==> src/rtl/vrtc_pkg.sv <==
package vrtc_pkg;

    // ************************************************************
    // Register map
    // ************************************************************
    localparam logic [3:0] VRTC_OFS_CONTROL = 4'h0;   // Control register
    localparam logic [3:0] VRTC_OFS_STATUS  = 4'h4;   // Buffer status

    // ************************************************************
    // Control field positions
    // ************************************************************
    localparam int VRTC_BIT_REF_EN  = 7;   // Reference enable
    localparam int VRTC_BIT_READY   = 6;   // Ready flag
    localparam int VRTC_BIT_TS_EN   = 5;   // Temperature sense enable
    localparam int VRTC_BIT_TS_RNG  = 4;   // Temperature range
    localparam int VRTC_LSB_CMP     = 2;   // Comparator/DAC gain LSB
    localparam int VRTC_LSB_CONV    = 0;   // Converter gain LSB

    // Reset value of the writable control bits
    localparam logic [7:0] VRTC_CTRL_RESET = 8'h00;

    // ************************************************************
    // Gain codes
    // ************************************************************
    localparam logic [1:0] VRTC_GAIN_OFF = 2'h0;   // Output off
    localparam logic [1:0] VRTC_GAIN_X1  = 2'h1;   // Gain 1x
    localparam logic [1:0] VRTC_GAIN_X2  = 2'h2;   // Gain 2x
    localparam logic [1:0] VRTC_GAIN_X4  = 2'h3;   // Gain 4x

    // ************************************************************
    // Timing
    // ************************************************************
    localparam int VRTC_CLK_MHZ      = 20;   // Clock rate in MHz
    localparam int VRTC_BUF_SETTLE_US = 30;  // Buffer settle, microseconds
    localparam int VRTC_BUF_SETTLE_CYC = VRTC_BUF_SETTLE_US * VRTC_CLK_MHZ;
    localparam int VRTC_REF_SETTLE_CYC = 64; // Core settle, cycles

    // AXI responses
    localparam logic [1:0] VRTC_RESP_OKAY   = 2'h0;
    localparam logic [1:0] VRTC_RESP_SLVERR = 2'h2;

endpackage

==> src/rtl/vrtc_gain.sv <==
`timescale 1ns/1ps
// Gain decode: one-hot amplifier selects from a 2-bit code
module vrtc_gain
    import vrtc_pkg::*;
(
    // Clock and reset
    input  wire logic       ref_clk_i,
    input  wire logic       resetn_i,
    input  wire logic       clk_en_i,
    // Code in, selects out
    input  wire logic [1:0] code_i,
    output logic            on_o,
    output logic [2:0]      sel_o    // Bit 0 1x, bit 1 2x, bit 2 4x
);

    // Registered decode
    always_ff @(posedge ref_clk_i or negedge resetn_i) begin
        if (!resetn_i) begin
            on_o  <= 1'b0;
            sel_o <= 3'h0;
        end else if (clk_en_i) begin
            on_o <= (code_i != VRTC_GAIN_OFF);
            case (code_i)
                VRTC_GAIN_X1: sel_o <= 3'h1;
                VRTC_GAIN_X2: sel_o <= 3'h2;
                VRTC_GAIN_X4: sel_o <= 3'h4;
                default:      sel_o <= 3'h0;
            endcase
        end
    end

endmodule // vrtc_gain

==> src/rtl/vrtc_settle.sv <==
`timescale 1ns/1ps
// Settle counter: ready rises COUNT+1 cycles after enable rises
module vrtc_settle
    import vrtc_pkg::*;
#(
    parameter int COUNT = 64
) (
    // Clock and reset
    input  wire logic ref_clk_i,
    input  wire logic resetn_i,
    input  wire logic clk_en_i,
    // Control
    input  wire logic enable_i,
    output logic      ready_o
);

    localparam int W = $clog2(COUNT + 1);
    localparam logic [W-1:0] LAST = W'(COUNT);

    logic [W-1:0] count;   // Cycles since enable

    // Count while enabled, clear when enable falls
    always_ff @(posedge ref_clk_i or negedge resetn_i) begin
        if (!resetn_i) begin
            count <= '0;
        end else if (clk_en_i) begin
            if (!enable_i) begin
                count <= '0;
            end else if (count != LAST) begin
                count <= count + W'(1);
            end
        end
    end

    // Ready once the count is complete
    always_ff @(posedge ref_clk_i or negedge resetn_i) begin
        if (!resetn_i) begin
            ready_o <= 1'b0;
        end else if (clk_en_i) begin
            ready_o <= enable_i && (count == LAST);
        end
    end

endmodule // vrtc_settle

==> src/rtl/vrtc_top.sv <==
`timescale 1ns/1ps
module vrtc_top
    import vrtc_pkg::*;
#(
    parameter bit LOW_VOLT_VARIANT = 1'b1,
    parameter int REF_SETTLE_CYC   = VRTC_REF_SETTLE_CYC,
    parameter int BUF_SETTLE_CYC   = VRTC_BUF_SETTLE_CYC
) (
    // Clock, reset, enable
    input  wire logic        ref_clk_i,
    input  wire logic        resetn_i,
    input  wire logic        clk_en_i,
    // AXI4-Lite write address
    input  wire logic        s_axi_awvalid_i,
    output logic             s_axi_awready_o,
    input  wire logic [3:0]  s_axi_awaddr_i,
    // AXI4-Lite write data
    input  wire logic        s_axi_wvalid_i,
    output logic             s_axi_wready_o,
    input  wire logic [31:0] s_axi_wdata_i,
    input  wire logic [3:0]  s_axi_wstrb_i,
    // AXI4-Lite write response
    output logic             s_axi_bvalid_o,
    input  wire logic        s_axi_bready_i,
    output logic [1:0]       s_axi_bresp_o,
    // AXI4-Lite read address
    input  wire logic        s_axi_arvalid_i,
    output logic             s_axi_arready_o,
    input  wire logic [3:0]  s_axi_araddr_i,
    // AXI4-Lite read data
    output logic             s_axi_rvalid_o,
    input  wire logic        s_axi_rready_i,
    output logic [31:0]      s_axi_rdata_o,
    output logic [1:0]       s_axi_rresp_o,
    // Analogue controls
    output logic             ref_power_o,
    output logic             conv_buf_on_o,
    output logic [2:0]       conv_gain_o,
    output logic             cmp_buf_on_o,
    output logic [2:0]       cmp_gain_o,
    output logic             temp_power_o,
    output logic             temp_high_range_o,
    // Routing to the converter and comparators
    output logic             conv_ch_ref_o,
    output logic             conv_pref_ref_o,
    output logic             cmp_pos_ref_o,
    output logic             dac_src_ref_o,
    output logic             conv_ch_temp_o,
    // Routing requests
    input  wire logic        conv_sel_ref_i,
    input  wire logic        conv_sel_pref_i,
    input  wire logic        cmp_sel_ref_i,
    input  wire logic        dac_sel_ref_i,
    input  wire logic        conv_sel_temp_i
);

    // ************************************************************
    // Control register
    // ************************************************************
    logic       reference_enable;       // Reference on
    logic       temp_sense_enable;      // Sensor powered
    logic       temp_range_select;      // High range when set
    logic [1:0] cmp_dac_gain_select;    // Comparator/DAC gain
    logic [1:0] converter_gain_select;  // Converter gain
    logic       settle_ready;           // Core settled
    logic       reference_ready_flag;   // Read-back ready
    logic       conv_on;                // Converter buffer on
    logic       cmp_on;                 // Comparator buffer on
    logic       conv_buf_ready;         // Converter buffer settled
    logic       cmp_buf_ready;          // Comparator buffer settled

    // ************************************************************
    // AXI4-Lite slave state
    // ************************************************************
    logic        aw_held;     // Write address captured
    logic [3:0]  aw_addr;     // Captured write address
    logic        w_held;      // Write data captured
    logic [31:0] w_data;      // Captured write data
    logic [3:0]  w_strb;      // Captured strobes
    logic        wr_go;       // Both halves present
    logic        rd_go;       // Read accepted
    logic [31:0] next_rdata;  // Read mux

    assign wr_go = aw_held && w_held && !s_axi_bvalid_o;
    assign rd_go = s_axi_arvalid_i && s_axi_arready_o;

    // Write address channel, one write in flight
    always_ff @(posedge ref_clk_i or negedge resetn_i) begin
        if (!resetn_i) begin
            aw_held         <= 1'b0;
            aw_addr         <= 4'h0;
            s_axi_awready_o <= 1'b0;
        end else if (clk_en_i) begin
            if (s_axi_awvalid_i && s_axi_awready_o) begin
                // Address taken
                aw_held         <= 1'b1;
                aw_addr         <= s_axi_awaddr_i;
                s_axi_awready_o <= 1'b0;
            end else if (wr_go) begin
                aw_held <= 1'b0;
            end else begin
                s_axi_awready_o <= !aw_held && !s_axi_bvalid_o;
            end
        end
    end

    // Write data channel
    always_ff @(posedge ref_clk_i or negedge resetn_i) begin
        if (!resetn_i) begin
            w_held         <= 1'b0;
            w_data         <= 32'h0;
            w_strb         <= 4'h0;
            s_axi_wready_o <= 1'b0;
        end else if (clk_en_i) begin
            if (s_axi_wvalid_i && s_axi_wready_o) begin
                // Data taken
                w_held         <= 1'b1;
                w_data         <= s_axi_wdata_i;
                w_strb         <= s_axi_wstrb_i;
                s_axi_wready_o <= 1'b0;
            end else if (wr_go) begin
                w_held <= 1'b0;
            end else begin
                s_axi_wready_o <= !w_held && !s_axi_bvalid_o;
            end
        end
    end

    // Write response
    always_ff @(posedge ref_clk_i or negedge resetn_i) begin
        if (!resetn_i) begin
            s_axi_bvalid_o <= 1'b0;
            s_axi_bresp_o  <= VRTC_RESP_OKAY;
        end else if (clk_en_i) begin
            if (wr_go) begin
                s_axi_bvalid_o <= 1'b1;
                s_axi_bresp_o  <= (aw_addr == VRTC_OFS_CONTROL ||
                                   aw_addr == VRTC_OFS_STATUS)
                                  ? VRTC_RESP_OKAY : VRTC_RESP_SLVERR;
            end else if (s_axi_bready_i) begin
                s_axi_bvalid_o <= 1'b0;
            end
        end
    end

    // Control register write; ready bit is not stored
    always_ff @(posedge ref_clk_i or negedge resetn_i) begin
        if (!resetn_i) begin
            reference_enable      <= VRTC_CTRL_RESET[VRTC_BIT_REF_EN];
            temp_sense_enable     <= VRTC_CTRL_RESET[VRTC_BIT_TS_EN];
            temp_range_select     <= VRTC_CTRL_RESET[VRTC_BIT_TS_RNG];
            cmp_dac_gain_select   <= VRTC_CTRL_RESET[3:2];
            converter_gain_select <= VRTC_CTRL_RESET[1:0];
        end else if (clk_en_i) begin
            if (wr_go && aw_addr == VRTC_OFS_CONTROL && w_strb[0]) begin
                reference_enable      <= w_data[VRTC_BIT_REF_EN];
                temp_sense_enable     <= w_data[VRTC_BIT_TS_EN];
                temp_range_select     <= w_data[VRTC_BIT_TS_RNG];
                cmp_dac_gain_select   <= w_data[VRTC_LSB_CMP +: 2];
                converter_gain_select <= w_data[VRTC_LSB_CONV +: 2];
            end
        end
    end

    // ************************************************************
    // Settling and amplifier decode
    // ************************************************************
    // Core reference settle counter
    vrtc_settle #(.COUNT(REF_SETTLE_CYC)) u_ref_settle (
        .ref_clk_i (ref_clk_i),
        .resetn_i  (resetn_i),
        .clk_en_i  (clk_en_i),
        .enable_i  (reference_enable),
        .ready_o   (settle_ready)
    );

    // Ready flag: forced high on the variant without low voltage
    // Gated by enable so the flag drops in the same cycle as the bit
    assign reference_ready_flag =
        LOW_VOLT_VARIANT ? (settle_ready && reference_enable)
                         : 1'b1;

    // Converter path amplifier
    vrtc_gain u_conv_gain (
        .ref_clk_i (ref_clk_i),
        .resetn_i  (resetn_i),
        .clk_en_i  (clk_en_i),
        .code_i    (reference_enable ? converter_gain_select
                                     : VRTC_GAIN_OFF),
        .on_o      (conv_on),
        .sel_o     (conv_gain_o)
    );

    // Comparator and DAC path amplifier
    vrtc_gain u_cmp_gain (
        .ref_clk_i (ref_clk_i),
        .resetn_i  (resetn_i),
        .clk_en_i  (clk_en_i),
        .code_i    (reference_enable ? cmp_dac_gain_select
                                     : VRTC_GAIN_OFF),
        .on_o      (cmp_on),
        .sel_o     (cmp_gain_o)
    );

    // Buffer settle trackers, status only; software still waits
    vrtc_settle #(.COUNT(BUF_SETTLE_CYC)) u_conv_buf (
        .ref_clk_i (ref_clk_i),
        .resetn_i  (resetn_i),
        .clk_en_i  (clk_en_i),
        .enable_i  (conv_on),
        .ready_o   (conv_buf_ready)
    );

    vrtc_settle #(.COUNT(BUF_SETTLE_CYC)) u_cmp_buf (
        .ref_clk_i (ref_clk_i),
        .resetn_i  (resetn_i),
        .clk_en_i  (clk_en_i),
        .enable_i  (cmp_on),
        .ready_o   (cmp_buf_ready)
    );

    assign conv_buf_on_o = conv_on;
    assign cmp_buf_on_o  = cmp_on;

    // ************************************************************
    // Analogue power and routing
    // ************************************************************
    // Registered power and routing controls
    always_ff @(posedge ref_clk_i or negedge resetn_i) begin
        if (!resetn_i) begin
            ref_power_o       <= 1'b0;
            temp_power_o      <= 1'b0;
            temp_high_range_o <= 1'b0;
            conv_ch_ref_o     <= 1'b0;
            conv_pref_ref_o   <= 1'b0;
            cmp_pos_ref_o     <= 1'b0;
            dac_src_ref_o     <= 1'b0;
            conv_ch_temp_o    <= 1'b0;
        end else if (clk_en_i) begin
            ref_power_o       <= reference_enable;
            temp_power_o      <= temp_sense_enable;
            temp_high_range_o <= temp_sense_enable &&
                                 temp_range_select;
            conv_ch_ref_o     <= conv_sel_ref_i;
            conv_pref_ref_o   <= conv_sel_pref_i;
            cmp_pos_ref_o     <= cmp_sel_ref_i;
            dac_src_ref_o     <= dac_sel_ref_i;
            conv_ch_temp_o    <= conv_sel_temp_i &&
                                 temp_sense_enable;
        end
    end

    // ************************************************************
    // Read path
    // ************************************************************
    // Read mux
    always_comb begin
        next_rdata = 32'h0;
        case (s_axi_araddr_i)
            VRTC_OFS_CONTROL: begin
                next_rdata[7:0] = {reference_enable,
                                   reference_ready_flag,
                                   temp_sense_enable,
                                   temp_range_select,
                                   cmp_dac_gain_select,
                                   converter_gain_select};
            end
            VRTC_OFS_STATUS: begin
                next_rdata[1:0] = {cmp_buf_ready, conv_buf_ready};
            end
            default: begin
                next_rdata = 32'h0;
            end
        endcase
    end

    // Read channel, one read in flight
    always_ff @(posedge ref_clk_i or negedge resetn_i) begin
        if (!resetn_i) begin
            s_axi_arready_o <= 1'b0;
            s_axi_rvalid_o  <= 1'b0;
            s_axi_rdata_o   <= 32'h0;
            s_axi_rresp_o   <= VRTC_RESP_OKAY;
        end else if (clk_en_i) begin
            if (rd_go) begin
                s_axi_arready_o <= 1'b0;
                s_axi_rvalid_o  <= 1'b1;
                s_axi_rdata_o   <= next_rdata;
                s_axi_rresp_o   <= (s_axi_araddr_i == VRTC_OFS_CONTROL ||
                                    s_axi_araddr_i == VRTC_OFS_STATUS)
                                   ? VRTC_RESP_OKAY : VRTC_RESP_SLVERR;
            end else if (s_axi_rvalid_o) begin
                if (s_axi_rready_i) begin
                    s_axi_rvalid_o <= 1'b0;
                end
            end else begin
                s_axi_arready_o <= 1'b1;
            end
        end
    end

    // ************************************************************
    // Assertions
    // ************************************************************
    a_ready_off: assert property (@(posedge ref_clk_i) disable iff (!resetn_i)
        LOW_VOLT_VARIANT && !reference_enable |-> !reference_ready_flag)
        else $error("ready flag high while reference disabled");

    a_ready_early: assert property (@(posedge ref_clk_i)
        disable iff (!resetn_i)
        LOW_VOLT_VARIANT && clk_en_i && $rose(reference_enable)
        |=> !reference_ready_flag)
        else $error("ready flag set without settling");

    a_ready_forced: assert property (@(posedge ref_clk_i)
        disable iff (!resetn_i)
        !LOW_VOLT_VARIANT |-> reference_ready_flag)
        else $error("ready flag not forced high");

    a_power_follow: assert property (@(posedge ref_clk_i)
        disable iff (!resetn_i)
        clk_en_i |=> ref_power_o == $past(reference_enable))
        else $error("reference power does not follow enable");

    a_temp_power: assert property (@(posedge ref_clk_i) disable iff (!resetn_i)
        clk_en_i |=> temp_power_o == $past(temp_sense_enable))
        else $error("sensor power does not follow enable");

    a_conv_gain: assert property (@(posedge ref_clk_i) disable iff (!resetn_i)
        clk_en_i && reference_enable &&
        converter_gain_select == VRTC_GAIN_X4 |=> conv_gain_o == 3'h4)
        else $error("converter gain 4x not decoded");

    a_cmp_gain: assert property (@(posedge ref_clk_i) disable iff (!resetn_i)
        clk_en_i && cmp_dac_gain_select == VRTC_GAIN_OFF
        |=> !cmp_buf_on_o && cmp_gain_o == 3'h0)
        else $error("comparator gain off not decoded");

    a_range_sel: assert property (@(posedge ref_clk_i) disable iff (!resetn_i)
        clk_en_i && temp_sense_enable && !temp_range_select
        |=> !temp_high_range_o)
        else $error("low range not selected");

endmodule // vrtc_top

==> config.mk <==
export PLATFORM = sky130hd
export DESIGN_NAME = vrtc_top
export DESIGN_NICKNAME = d
export VERILOG_FILES = /design/src/rtl/vrtc_pkg.sv /design/src/rtl/vrtc_gain.sv /design/src/rtl/vrtc_settle.sv /design/src/rtl/vrtc_top.sv
export SDC_FILE = /design/constraint.sdc
export NUM_CORES = 1
export LEC_CHECK = 0
export BUFFER_PORTS_ARGS = -buffer_cell sky130_fd_sc_hd__buf_2
export CORE_ASPECT_RATIO = 0.8
export CORE_UTILIZATION = 47
export CTS_CLUSTER_SIZE = 30
export DETAILED_ROUTE_END_ITERATION = 8
export GPL_TIMING_DRIVEN = 1
export PLACE_DENSITY_LB_ADDON = 0.05
export SLEW_MARGIN = 20
export SYNTH_ARGS = -nofsm -noshare
export SYNTH_HDL_FRONTEND = slang
export SYNTH_HIERARCHICAL = 1
export SYNTH_SLANG_ARGS = --single-unit
==> constraint.sdc <==
create_clock -name ref_clk_i -period 1.4 [get_ports ref_clk_i]
set_clock_uncertainty 0.1 [all_clocks]
set_input_delay 0.35 -clock ref_clk_i [delete_from_list [all_inputs] [get_ports ref_clk_i]]
set_output_delay 0.35 -clock ref_clk_i [all_outputs]
set_load 0.05 [all_outputs]
# After elaboration in Yosys (flattened, before gate mapping)
# Index checks and enable logic that the tools add are counted.
# word_totals
regBits	85
input_bits	57
output_inout_bits	57
# classes
n_addsub	3
eq_ne	20
muxes	28
reduce_logical	41
# ops
op	count
10-bit 2-to-1 mux	4
2-bit AND reduction	14
10-bit by 1-bit adder with 10-bit output, second input constant	2
10-bit equality test, second input constant	2
10-bit != test, second input constant	2
3-bit case mux with 3 select lines	2
1-bit logical AND	15
1-bit 2-to-1 mux	14
7-bit 2-to-1 mux	2
2-bit by 1-bit != test with 1-bit output, second input constant	6
2-bit nonzero test	5
2-bit equality test, second input constant	4
4-bit by 3-bit equality test with 1-bit output, second input constant	2
4-bit zero test	2
2-bit 2-to-1 mux	4
7-bit by 1-bit adder with 7-bit output, second input constant	1
7-bit equality test, second input constant	1
7-bit != test, second input constant	1
6-bit 2-to-1 mux	1
2-bit by 1-bit equality test with 1-bit output, second input constant	2
2-bit case mux with 2 select lines	1
1-bit zero test	3
1-bit logical OR	2

# Longest topological paths before layout
# Gate-level depths: netlist of the first run.
# depth
depth_word	5
depth_mapped	7
depth_no_buf	6

# Modules after synthesis
# Netlist of the first run, hierarchy kept.
# by_module_without_submodules
module	instances	cells_each	area_each_um2
vrtc_top	1	158	1970.6
vrtc_settle (u_cmp_buf ...)	2	71	688.2
vrtc_settle (u_ref_settle)	1	46	459.2
vrtc_gain	2	16	158.9

# Worst setup path after synthesis of the first run
# OpenSTA, ideal clock, no wires.
# synth_timing
path_kind	register to register
start	reg s_axi_arready_o
end	reg s_axi_rdata_o[6]
setup_ps	68
t_arrival_ps	1565
path_slack_ps	-334
path_stages_with_launch	5
period_less_slack_ps	1734
cell_sequence	dfrtp_1 > nand3_1 > or4_4 > nor2_4 > a32o_1
# synth_via
elab_chain_len	2
# synth_rtl
element	line_no	rtl
start, declared	vrtc_top.sv:28	output logic s_axi_arready_o,
start signal, assigned	vrtc_top.sv:280	s_axi_arready_o <= 1'b0;
start signal, assigned	vrtc_top.sv:286	s_axi_arready_o <= 1'b0;
start signal, assigned	vrtc_top.sv:297	s_axi_arready_o <= 1'b1;
1-bit logical AND	vrtc_top.sv:85	assign rd_go = s_axi_arvalid_i && s_axi_arready_o;
2-bit AND reduction (no line)	-	
end signal, assigned	vrtc_top.sv:288	s_axi_rdata_o <= next_rdata;
end, declared	vrtc_top.sv:33	output logic [31:0] s_axi_rdata_o,
# Every way passes these cells.
# A chain may end at the register's enable or synchronous reset.

# Worst setup path in the final report of the first run
# layout_timing
start	reg u_ref_settle.count[0]
end	reg u_ref_settle.count[2]
# layout_via
elab_chain_len	3
elab_cells_between_ends	6
classes_between	1 x add/sub; 2 x eq/ne; 2 x mux; 1 x reduce/logical
# layout_rtl
element	line_no	rtl
start, declared	vrtc_settle.sv:20	logic [W-1:0] count;
start signal, assigned	vrtc_settle.sv:30	count <= count + W'(1);
7-bit by 1-bit adder with 7-bit output / 7-bit != test (equally long branches)	vrtc_settle.sv:30, vrtc_settle.sv:29	
7-bit 2-to-1 mux / 2-bit by 1-bit != test with 1-bit output (equally long branches)	-	
7-bit 2-to-1 mux / 2-bit AND reduction (equally long branches)	-	
# Parallel ways exist; a longest one is shown, timed or not. The select of a mux whose other input is x is not followed.

==> flow_summary.ini, run 1 <==
[outcome]
outcome = complete, but fails checks
violations = setup timing

[placed_design]
gp_congestion = 0.815
hpwlAfterDp_um = 6480
io_buffers = 59
dpl_cell_area_um2 = 4940

[finish]
n_antenna_cell = 0
fillers = 616
drive_above_1_share_pct = 52.9
layout_common_cells = buf_4 (85), dfrtp_1 (76), buf_6 (41)
num-nets-final = 599
stdcell_area_um2 = 6050
syn_to_final_growth_pct = 46.8
final_common_cell = buf_4

[global_routing]
use_met2_pct = 37.2
use_met3_pct = 5.40
grt_pass1_vias = 3299
grt_pass1_wl_um = 15900
use_met1_pct = 29.3
grt_busiest_layer = met2
antenna_found_initial = 0
track_usage_pct = 22.4
grt.overflow.total = 0
grt_max_degree = 33

[route]
wire_per_inst_um = 15.2
wl_um = 9930
via_count = 3343
avgViaCountPerCell = 5.12
postRouteAntennaNets = 0
drt-pass1-iter-count = 6
drc_errors = 0
drtIter0Drc = 110

[synthesis]
seq_area_frac_synth_pct = 49.8
syn_area_per_cell_um2 = 10.9
synth_area_um2 = 4120
synth_area_leaders = dfrtp_1 (50%), mux2_2 (7.9%), buf_4 (5.5%)
syn_inst = 378
synth_top_area_share_pct = 49.8
ys_types = 55
yosysWarnings = 6
yosys.area.top_type = dfrtp_1
synth-seq-cells = 82

[clocking]
clockBufferDepth = 2
htree_levels = 3
cts-root-buf = clkbuf_8
cts_buffers = 9
clk_pin_slew_ns = 0.09
numClockSinks = 82
insertion_delay_ns = 0.36
cts_tree = yes

[timing]
fin_crit_ns = 1.64
rsz0062_at_grt = true
fmax_ghz = 0.610
hold_slack_ns = 0.112
final-max-slew-violation-count = 0
finalHoldViolCount = 0
period_share_pct = 117
fin_ws_ns = -0.240
finalSetupViolCount = 46

[die]
core-area_um2 = 8480
rows = 30
io_pins = 114
initial_core_util_pct = 48.6
die_h_um = 85.8
die_area_um2 = 9160
fp.dieW_um = 107

[power]
irDropWorstVdd_v = 0.000871
power.density_nw_per_um2 = 1260
power.leakage_nw = 2.94

[setup_path]
crit_path_end = u_ref_settle/count[2]
required_ns = 1.55
start_kind = flip-flop
r2r_start = u_ref_settle/count[0]
ff2ff_path_depth = 7
crit_fanout = 4
crit_type = flip-flop to flip-flop
cp-startpoint = u_ref_settle/count[0]
r2r_setup_slack_ns = -0.24
critPathArrivalTime_ns = 1.79
reg2reg_to = u_ref_settle/count[2]
endpoint_kind = flip-flop

[run]
cap_violations = 0

[hold_path]
holdCritPathClass = primary input to flip-flop
==> stage by stage <==
stage	worst slack [ns]	util, %	TNS [ns]	power, W	cells
4_1_cts	-0.225	67.6	-5.71	0.00760	640
3_3_place_gp	-0.301	58.2	-12.66	0.00528	602
2_1_floorplan	-0.159	-	-3.72	0.00466	403
5_1_grt	-0.364	71.4	-8.58	0.00805	653
6_report	-0.240	71.4	-5.23	0.00765	653
3_5_place_dp	-0.368	58.2	-14.24	0.00534	602
==> cell usage after synthesis (all sizes together) <==
cell,n
dfrtp,82
nand2,45
buf,40
mux2,29
inv,23
o21ai,23
nand3,22
nor2,8
nor2b,8
o31ai,8
a31oi,6
and2,6
ha,6
o311ai,6
a21oi,5
a22o,5
and3,5
o41ai,5
nand3b,4
nand4,4
nand4b,4
mux2i,3
nor3,3
o211ai,3
o21a,3
a21boi,2
and4,2
nand2b,2
nand4bb,2
o22ai,2
or3,2
or4,2
a21bo,1
a21o,1
a2bb2oi,1
a32o,1
clkbuf,1
conb,1
o32a,1
or2,1
==> logic make-up after synthesis <==
| kind of cell | share of synthesized area (%) |
|---|---|
| flops | 49.8 |
| buf+inv | 9.77 |
| fa+ha+maj | 1.82 |
| other cells | 0.0909 |
| compound gates | 13.2 |
| simple gates | 16.7 |
| mux | 8.65 |
==> critical path: stages, from the launching register on <==
cell and delay (ns):
dfrtp_1 0.38, inv_1 0.06, ha_2 0.15, nand4b_1 0.14, o41ai_4 0.34, buf_4 0.19, or3_1 0.09, o211ai_1 0.07
==> worst min path at each step <==
stage,from,to,slack (ns),cells past startpoint
2_1_floorplan,resetn_i,aw_addr[0],-0.05,0
3_3_place_gp,resetn_i,u_cmp_buf/count[8],0.14,1
3_5_place_dp,resetn_i,u_cmp_buf/count[6],0.14,1
4_1_cts,s_axi_wdata_i[0],w_data[0],0.09,2
5_1_grt,s_axi_awaddr_i[2],aw_addr[2],0.1,2
6_report,s_axi_wdata_i[0],w_data[0],0.11,2
==> report_power, final <==
group	total [W]	switching [W]	internal (W)
Sequential	0.00317	0.000333	0.00284
Combinational	0.00268	0.00145	0.00123
Clock	0.00180	0.000949	0.000855
Total	0.00765	0.00273	0.00492
==> metal layers <==
metal | up-vias | part of all wire (%)
met5 | - | 0
li1 | 1605 | -
met4 | 0 | 1.2
met2 | 73 | 51
met3 | 13 | 3.6
met1 | 1652 | 44
==> repair_timing <==
action                                  CTS  global route
pin swaps                                20            15
gates resized for setup                 110            49
endpoints found under the setup margin   75            76
hold endpoints to repair                 22             0
cloned                                    0             0
buffers inserted                         23            14
hold buffers                              1             0
==> registers in the layout, indices dropped and copies added, names as in the netlist, 2 cells and up <==
register               cells
u_cmp_buf/count           10
u_conv_buf/count          10
s_axi_rdata_o              8
u_ref_settle/count         7
w_data                     7
aw_addr                    4
u_cmp_gain/sel_o           3
u_conv_gain/sel_o          3
cmp_dac_gain_select        2
converter_gain_select      2
==> cell type report <==
type / instances / area [um^2] / share of cell area [%]
Clock buffer: 9 / 124 / 2.05
Clock inverter: 7 / 83.8 / 1.38
Inverter: 23 / 86.3 / 1.43
Multi-Input combinational cell: 257 / 2170 / 35.8
Sequential cell: 82 / 2060 / 34.0
Tap cell: 112 / 140 / 2.31
Timing Repair Buffer: 163 / 1400 / 23.0
Power figures use the tool's default switching activity.
==> run 2: changes to the inputs <==
--- a/config.mk
+++ b/config.mk
@@ -5,9 +5,12 @@
 export SDC_FILE = /design/constraint.sdc
 export NUM_CORES = 1
 export LEC_CHECK = 0
+export ABC_AREA = 1
 export BUFFER_PORTS_ARGS = -buffer_cell sky130_fd_sc_hd__buf_2
+export CELL_PAD_IN_SITES_DETAIL_PLACEMENT = 1
+export CELL_PAD_IN_SITES_GLOBAL_PLACEMENT = 2
 export CORE_ASPECT_RATIO = 0.8
-export CORE_UTILIZATION = 47
+export CORE_UTILIZATION = 27
 export CTS_CLUSTER_SIZE = 30
 export DETAILED_ROUTE_END_ITERATION = 8
 export GPL_TIMING_DRIVEN = 1
==> run 2 against run 1 <==
The run still ends with setup timing left. Sequential share of layout area decreased by 0.55 points. Final cell count increased by 38%. Area after synthesis increased by 4.9%. Routed wire length increased by 22%. Register-to-register slack improved by 0.21 ns. Fmax increased by 11%. Synthesized cell count increased by 44%. Combinational power decreased by 25%. First-iteration DRC count increased by 25%. Sequential cell count unchanged. Largest power group unchanged.
==> flow_summary.ini, run 2 <==
[outcome]
outcome = complete, but fails checks
violations = setup timing

[setup_path]
crit_fanout = 2
crit_type = flip-flop to output pin
required_ns = 0.95
critPathArrivalTime_ns = 1.03
reg2reg_to = u_conv_buf/count[4]
crit_path_end = conv_buf_on_o
cp-startpoint = u_conv_gain/on_o
start_kind = flip-flop
ff2ff_path_depth = 7
r2r_setup_slack_ns = -0.03
r2r_start = u_conv_buf/count[1]
endpoint_kind = output pin

[global_routing]
track_usage_pct = 15.5
use_met2_pct = 25.2
grt_pass1_vias = 3845
antenna_found_initial = 0
grt_max_degree = 33
grt_pass1_wl_um = 19500
grt.overflow.total = 0
use_met1_pct = 20.2
use_met3_pct = 4.62
grt_busiest_layer = met2

[route]
drtIter0Drc = 138
postRouteAntennaNets = 0
drt-pass1-iter-count = 4
wire_per_inst_um = 13.4
avgViaCountPerCell = 4.25
wl_um = 12100
drc_errors = 0
via_count = 3837

[synthesis]
yosys.area.top_type = dfrtp_1
synthTopCellsByCount = nand2_1 (206), dfrtp_1 (82), inv_1 (52)
ys_types = 31
synth.most_common_cell = nand2_1
synth_ff_type = dfrtp_1
synth_async_sr_flop_share_pct = 100
synth_enable_flop_cells = 0
synth_area_um2 = 4320
seq_area_frac_synth_pct = 47.5
syn_inst = 543
synth_area_leaders = dfrtp_1 (47%), nand2_1 (18%), nand3_1 (5.0%)
syn_area_per_cell_um2 = 7.96
synth-seq-cells = 82
yosysWarnings = 6
synth_top_area_share_pct = 47.5

[placed_design]
hpwlAfterDp_um = 8680
gp_congestion = 0.706
dp_slack_ns = -0.0696
dpl_cell_area_um2 = 5160
io_buffers = 59

[power]
power.leakage_nw = 3.12
power.density_nw_per_um2 = 1190
irDropWorstVdd_v = 0.000696

[finish]
stdcell_area_um2 = 6170
drive_above_1_share_pct = 37.1
layout_common_cells = nand2_1 (185), dfrtp_1 (73), buf_4 (69)
num-nets-final = 750
largestRegisters = u_cmp_buf/count: 10 flops, u_conv_buf/count: 10 flops, s_axi_rdata_o: 8 flops
final_common_cell = nand2_1
syn_to_final_growth_pct = 42.6
n_antenna_cell = 0

[clocking]
clk_pin_slew_ns = 0.06
cts-root-buf = clkbuf_16
cts_tree = yes
clockBufferDepth = 2
insertion_delay_ns = 0.34
htree_levels = 3
numClockSinks = 82
cts_buffers = 9

[die]
io_pins = 114
die_area_um2 = 16500
fp.dieW_um = 143
initial_core_util_pct = 28.2
rows = 40
die_h_um = 115
core-area_um2 = 15300

[timing]
setup_tns_ns = -0.317
fmax_ghz = 0.677
hold_slack_ns = 0.107
rsz0062_at_grt = true
period_share_pct = 105
fin_ws_ns = -0.0770
finalSetupViolCount = 16
fin_crit_ns = 1.48
final-max-slew-violation-count = 0
finalHoldViolCount = 0

[hold_path]
holdCritPathClass = primary input to flip-flop

[run]
cap_violations = 0
## run 2: changes by cell type after synthesis, moves of 5 or more
cell,change
and2_1,-6
nor2_1,+31
o21ai_0,+12
nor2b_1,-7
o31ai_1,-5
inv_1,+29
nand3_1,+22
o21ai_2,+11
a22o_1,-5
a31oi_1,-6
mux2_2,-29
nand2_1,+163
o311ai_1,-6
## run 2: metrics by stage
| stage | instances | total power [W] | utilization, % |
|---|---|---|---|
| after CTS | 884 | 0.00733 | 37.9 |
| after floorplan | 568 | 0.00418 | - |
| after global placement | 854 | 0.00459 | 33.7 |
| after global routing | 902 | 0.00779 | 40.3 |
| after detailed placement | 854 | 0.00463 | 33.7 |
| final | 902 | 0.00735 | 40.3 |
## run 2: repair_timing
action / in CTS / in global routing
gates resized for setup: 79 / 91
endpoints found under the setup margin: 61 / 59
gates cloned: 0 / 1
buffers inserted: 13 / 17
hold buffers: 1 / 0
pin swaps: 9 / 13
endpoints found under the hold margin: 16 / 0
## run 2: routing by layer
layer  vias up  part of all wire, %  routed length (um)
li1       1936                    -                   -
met1      1824                   47                5720
met2        64                   48                5810
met3        13                  3.9                 471
met4         0                  1.0                 121
met5         -                    0                   0
## run 2: kinds of logic (layout without fill, tap and decap cells)
family	Yosys count	count (layout)	share of synthesized area (%)
adder cells (fa/ha/maj)	6	6	1.74
flip-flops	82	82	47.5
buffers and inverters	91	214	11.3
AO/OA/AOI/OAI	55	55	8.30
other	1	26	0.0867
XOR/XNOR	3	3	0.608
AND/OR/NAND/NOR	305	306	30.5
## run 2: critical path, cell delays in order (launching register included)
cell     delay (ns)
dfrtp_2        0.42
buf_6          0.13
buf_8          0.14
## run 2: worst min path at each step
stage	start	end	slack, ns	depth (start not counted)
final	conv_sel_ref_i	conv_ch_ref_o	0.11	3
after global routing	conv_sel_pref_i	conv_pref_ref_o	0.10	3
after CTS	conv_sel_pref_i	conv_pref_ref_o	0.09	3
after detailed placement	resetn_i	s_axi_rresp_o[1]	0.17	1
after global placement	resetn_i	s_axi_rresp_o[1]	0.17	1
after floorplan	resetn_i	aw_addr[0]	-0.05	0
## run 2: cell type report
cell class / instances / area (um^2)
multi-input cells: 396 / 2100
clock inverters: 3 / 21.3
repair buffers: 141 / 1210
flip-flops and latches: 82 / 2060
clock buffers: 13 / 280
inverters: 57 / 221
fillers: 1899 / 9150
well taps: 210 / 263
## run 2: power breakdown
group | internal (W) | total (W) | switching (W)
registers | 0.00272 | 0.00296 | 0.000236
logic | 0.000770 | 0.00202 | 0.00125
clock network | 0.00140 | 0.00238 | 0.000979
total | 0.00489 | 0.00735 | 0.00247
==> run 3: changes to the inputs <==
--- a/config.mk
+++ b/config.mk
@@ -9,7 +9,6 @@
 export BUFFER_PORTS_ARGS = -buffer_cell sky130_fd_sc_hd__buf_2
 export CELL_PAD_IN_SITES_DETAIL_PLACEMENT = 1
 export CELL_PAD_IN_SITES_GLOBAL_PLACEMENT = 2
-export CORE_ASPECT_RATIO = 0.8
 export CORE_UTILIZATION = 27
 export CTS_CLUSTER_SIZE = 30
 export DETAILED_ROUTE_END_ITERATION = 8
==> run 3 against run 2 <==
The flow still finishes with violations (setup timing). Combinational power fell by 10%. Die area barely moved. Critical path depth did not move. Final cell count fell by 2.1%. Fmax rose by 0.53%. Register-to-register slack barely moved. Non-clock buffer count fell by 20. Total power fell by 1.6%. Highest routed layer unchanged.
==> flow_summary.ini, run 3 (synthesis gave the netlist of run 2 again) <==
[clocking]
numClockSinks = 82
cts_buffers = 9
htree_levels = 3
cts-root-buf = clkbuf_16
cts_tree = yes
clockBufferDepth = 2
clk_pin_slew_ns = 0.07
insertion_delay_ns = 0.35

[power]
irDropWorstVdd_v = 0.000763
power.density_nw_per_um2 = 1210
power.leakage_nw = 3.01

[route]
drtIter0Drc = 100
drc_errors = 0
avgViaCountPerCell = 4.25
wl_um = 11500
drt-pass1-iter-count = 4
via_count = 3756
wire_per_inst_um = 13.0
postRouteAntennaNets = 0

[placed_design]
dp_cells = 848
hpwlAfterDp_um = 8260
io_buffers = 59
gp_congestion = 0.755

[outcome]
outcome = complete, but fails checks
violations = setup timing

[global_routing]
use_met3_pct = 2.33
use_met2_pct = 24.2
grt_max_degree = 34
grt_busiest_layer = met2
antenna_found_initial = 0
grt_pass1_vias = 3750
use_met1_pct = 18.5
grt.overflow.total = 0
grt_pass1_wl_um = 18500
track_usage_pct = 14.6

[finish]
largestRegisters = u_cmp_buf/count: 10 flops, u_conv_buf/count: 10 flops, s_axi_rdata_o: 8 flops
regArea_um2 = 2060
layout_common_cells = nand2_1 (187), dfrtp_1 (75), buf_4 (59)
fillers = 1864
finalNonFillerCells = 883
n_antenna_cell = 0
num-nets-final = 730
final_common_cell = nand2_1
syn_to_final_growth_pct = 38.3
fin_util_pct = 38.8
drive_above_1_share_pct = 34.5
multiInputGateArea_um2 = 2100

[die]
die_area_um2 = 16500
core-area_um2 = 15400
io_pins = 114
die_h_um = 129
rows = 45
fp.dieW_um = 129
initial_core_util_pct = 28.0

[timing]
fin_crit_ns = 1.47
finalHoldViolCount = 0
final-max-slew-violation-count = 0
rsz0062_at_grt = true
fin_ws_ns = -0.0692
period_share_pct = 105
fmax_ghz = 0.681
finalSetupViolCount = 9

[setup_path]
crit_type = flip-flop to output pin
required_ns = 0.95
critPathArrivalTime_ns = 1.02
start_kind = flip-flop
crit_fanout = 2
endpoint_kind = output pin

[run]
cap_violations = 0

[hold_path]
holdCritPathClass = primary input to flip-flop
-- run 3: area by class of cell --
cell class	instances	share of cell area, %
Clock buffer	10	4.00
Inverter	57	3.66
Timing Repair Buffer	121	17.2
Multi-Input combinational cell	396	35.2
Clock inverter	6	1.11
Tap cell	211	4.42
Sequential cell	82	34.5
-- run 3: path summary, 6_finish.rpt --
kind                                         start                  end  slack, ns  cells past startpoint
worst max-delay path              u_conv_gain/on_o        conv_buf_on_o      -0.07                      2
worst min-delay path                conv_sel_ref_i        conv_ch_ref_o       0.10                      3
worst max register to register  u_cmp_buf/count[1]   u_cmp_buf/count[1]      -0.02                      7
worst min register to register        temp_power_o         temp_power_o       0.38                      2
max in group asynchronous                 resetn_i      u_cmp_gain/on_o       0.49                      3
min in group asynchronous                 resetn_i  u_conv_buf/count[2]       0.28                      2
-- run 3: layer usage --
metal  routed length, um  share of wire (%)
met5                   0                  0
met4                 192                1.7
met3                 298                2.6
met2                5680                 50
met1                5290                 46
-- run 3: repair_timing --
item | in CTS | in global routing
endpoints found under the hold margin | 82 | 0
hold buffers | 1 | 0
pin swaps | 4 | 15
buffers inserted | 12 | 6
setup endpoints to repair | 61 | 47
cloned | 0 | 1
resized for setup | 77 | 76
-- run 3: metrics by stage --
stage	setup WS [ns]	TNS [ns]	total power [W]	hold WS, ns	instance area [um^2]
6_report	-0.0692	-0.254	0.00723	0.101	5980
4_1_cts	-0.0848	-0.210	0.00731	0.0859	5740
3_5_place_dp	-0.115	-2.39	0.00461	0.0992	5110
2_1_floorplan	0.00840	0	0.00418	-0.0456	4420
5_1_grt	-0.105	-1.67	0.00763	0.110	5980
3_3_place_gp	-0.0910	-1.48	0.00457	0.0987	5110
-- run 3: where the power goes --
group	internal, W	total [W]	switching, W
combinational	0.000637	0.00181	0.00117
sequential	0.00272	0.00297	0.000250
clock	0.00143	0.00245	0.00102
total	0.00479	0.00723	0.00245
-- run 3: worst max-delay path: stages, from the launching register on --
cell	delay (ns)
dfrtp_2	0.41
buf_6	0.13
buf_8	0.14
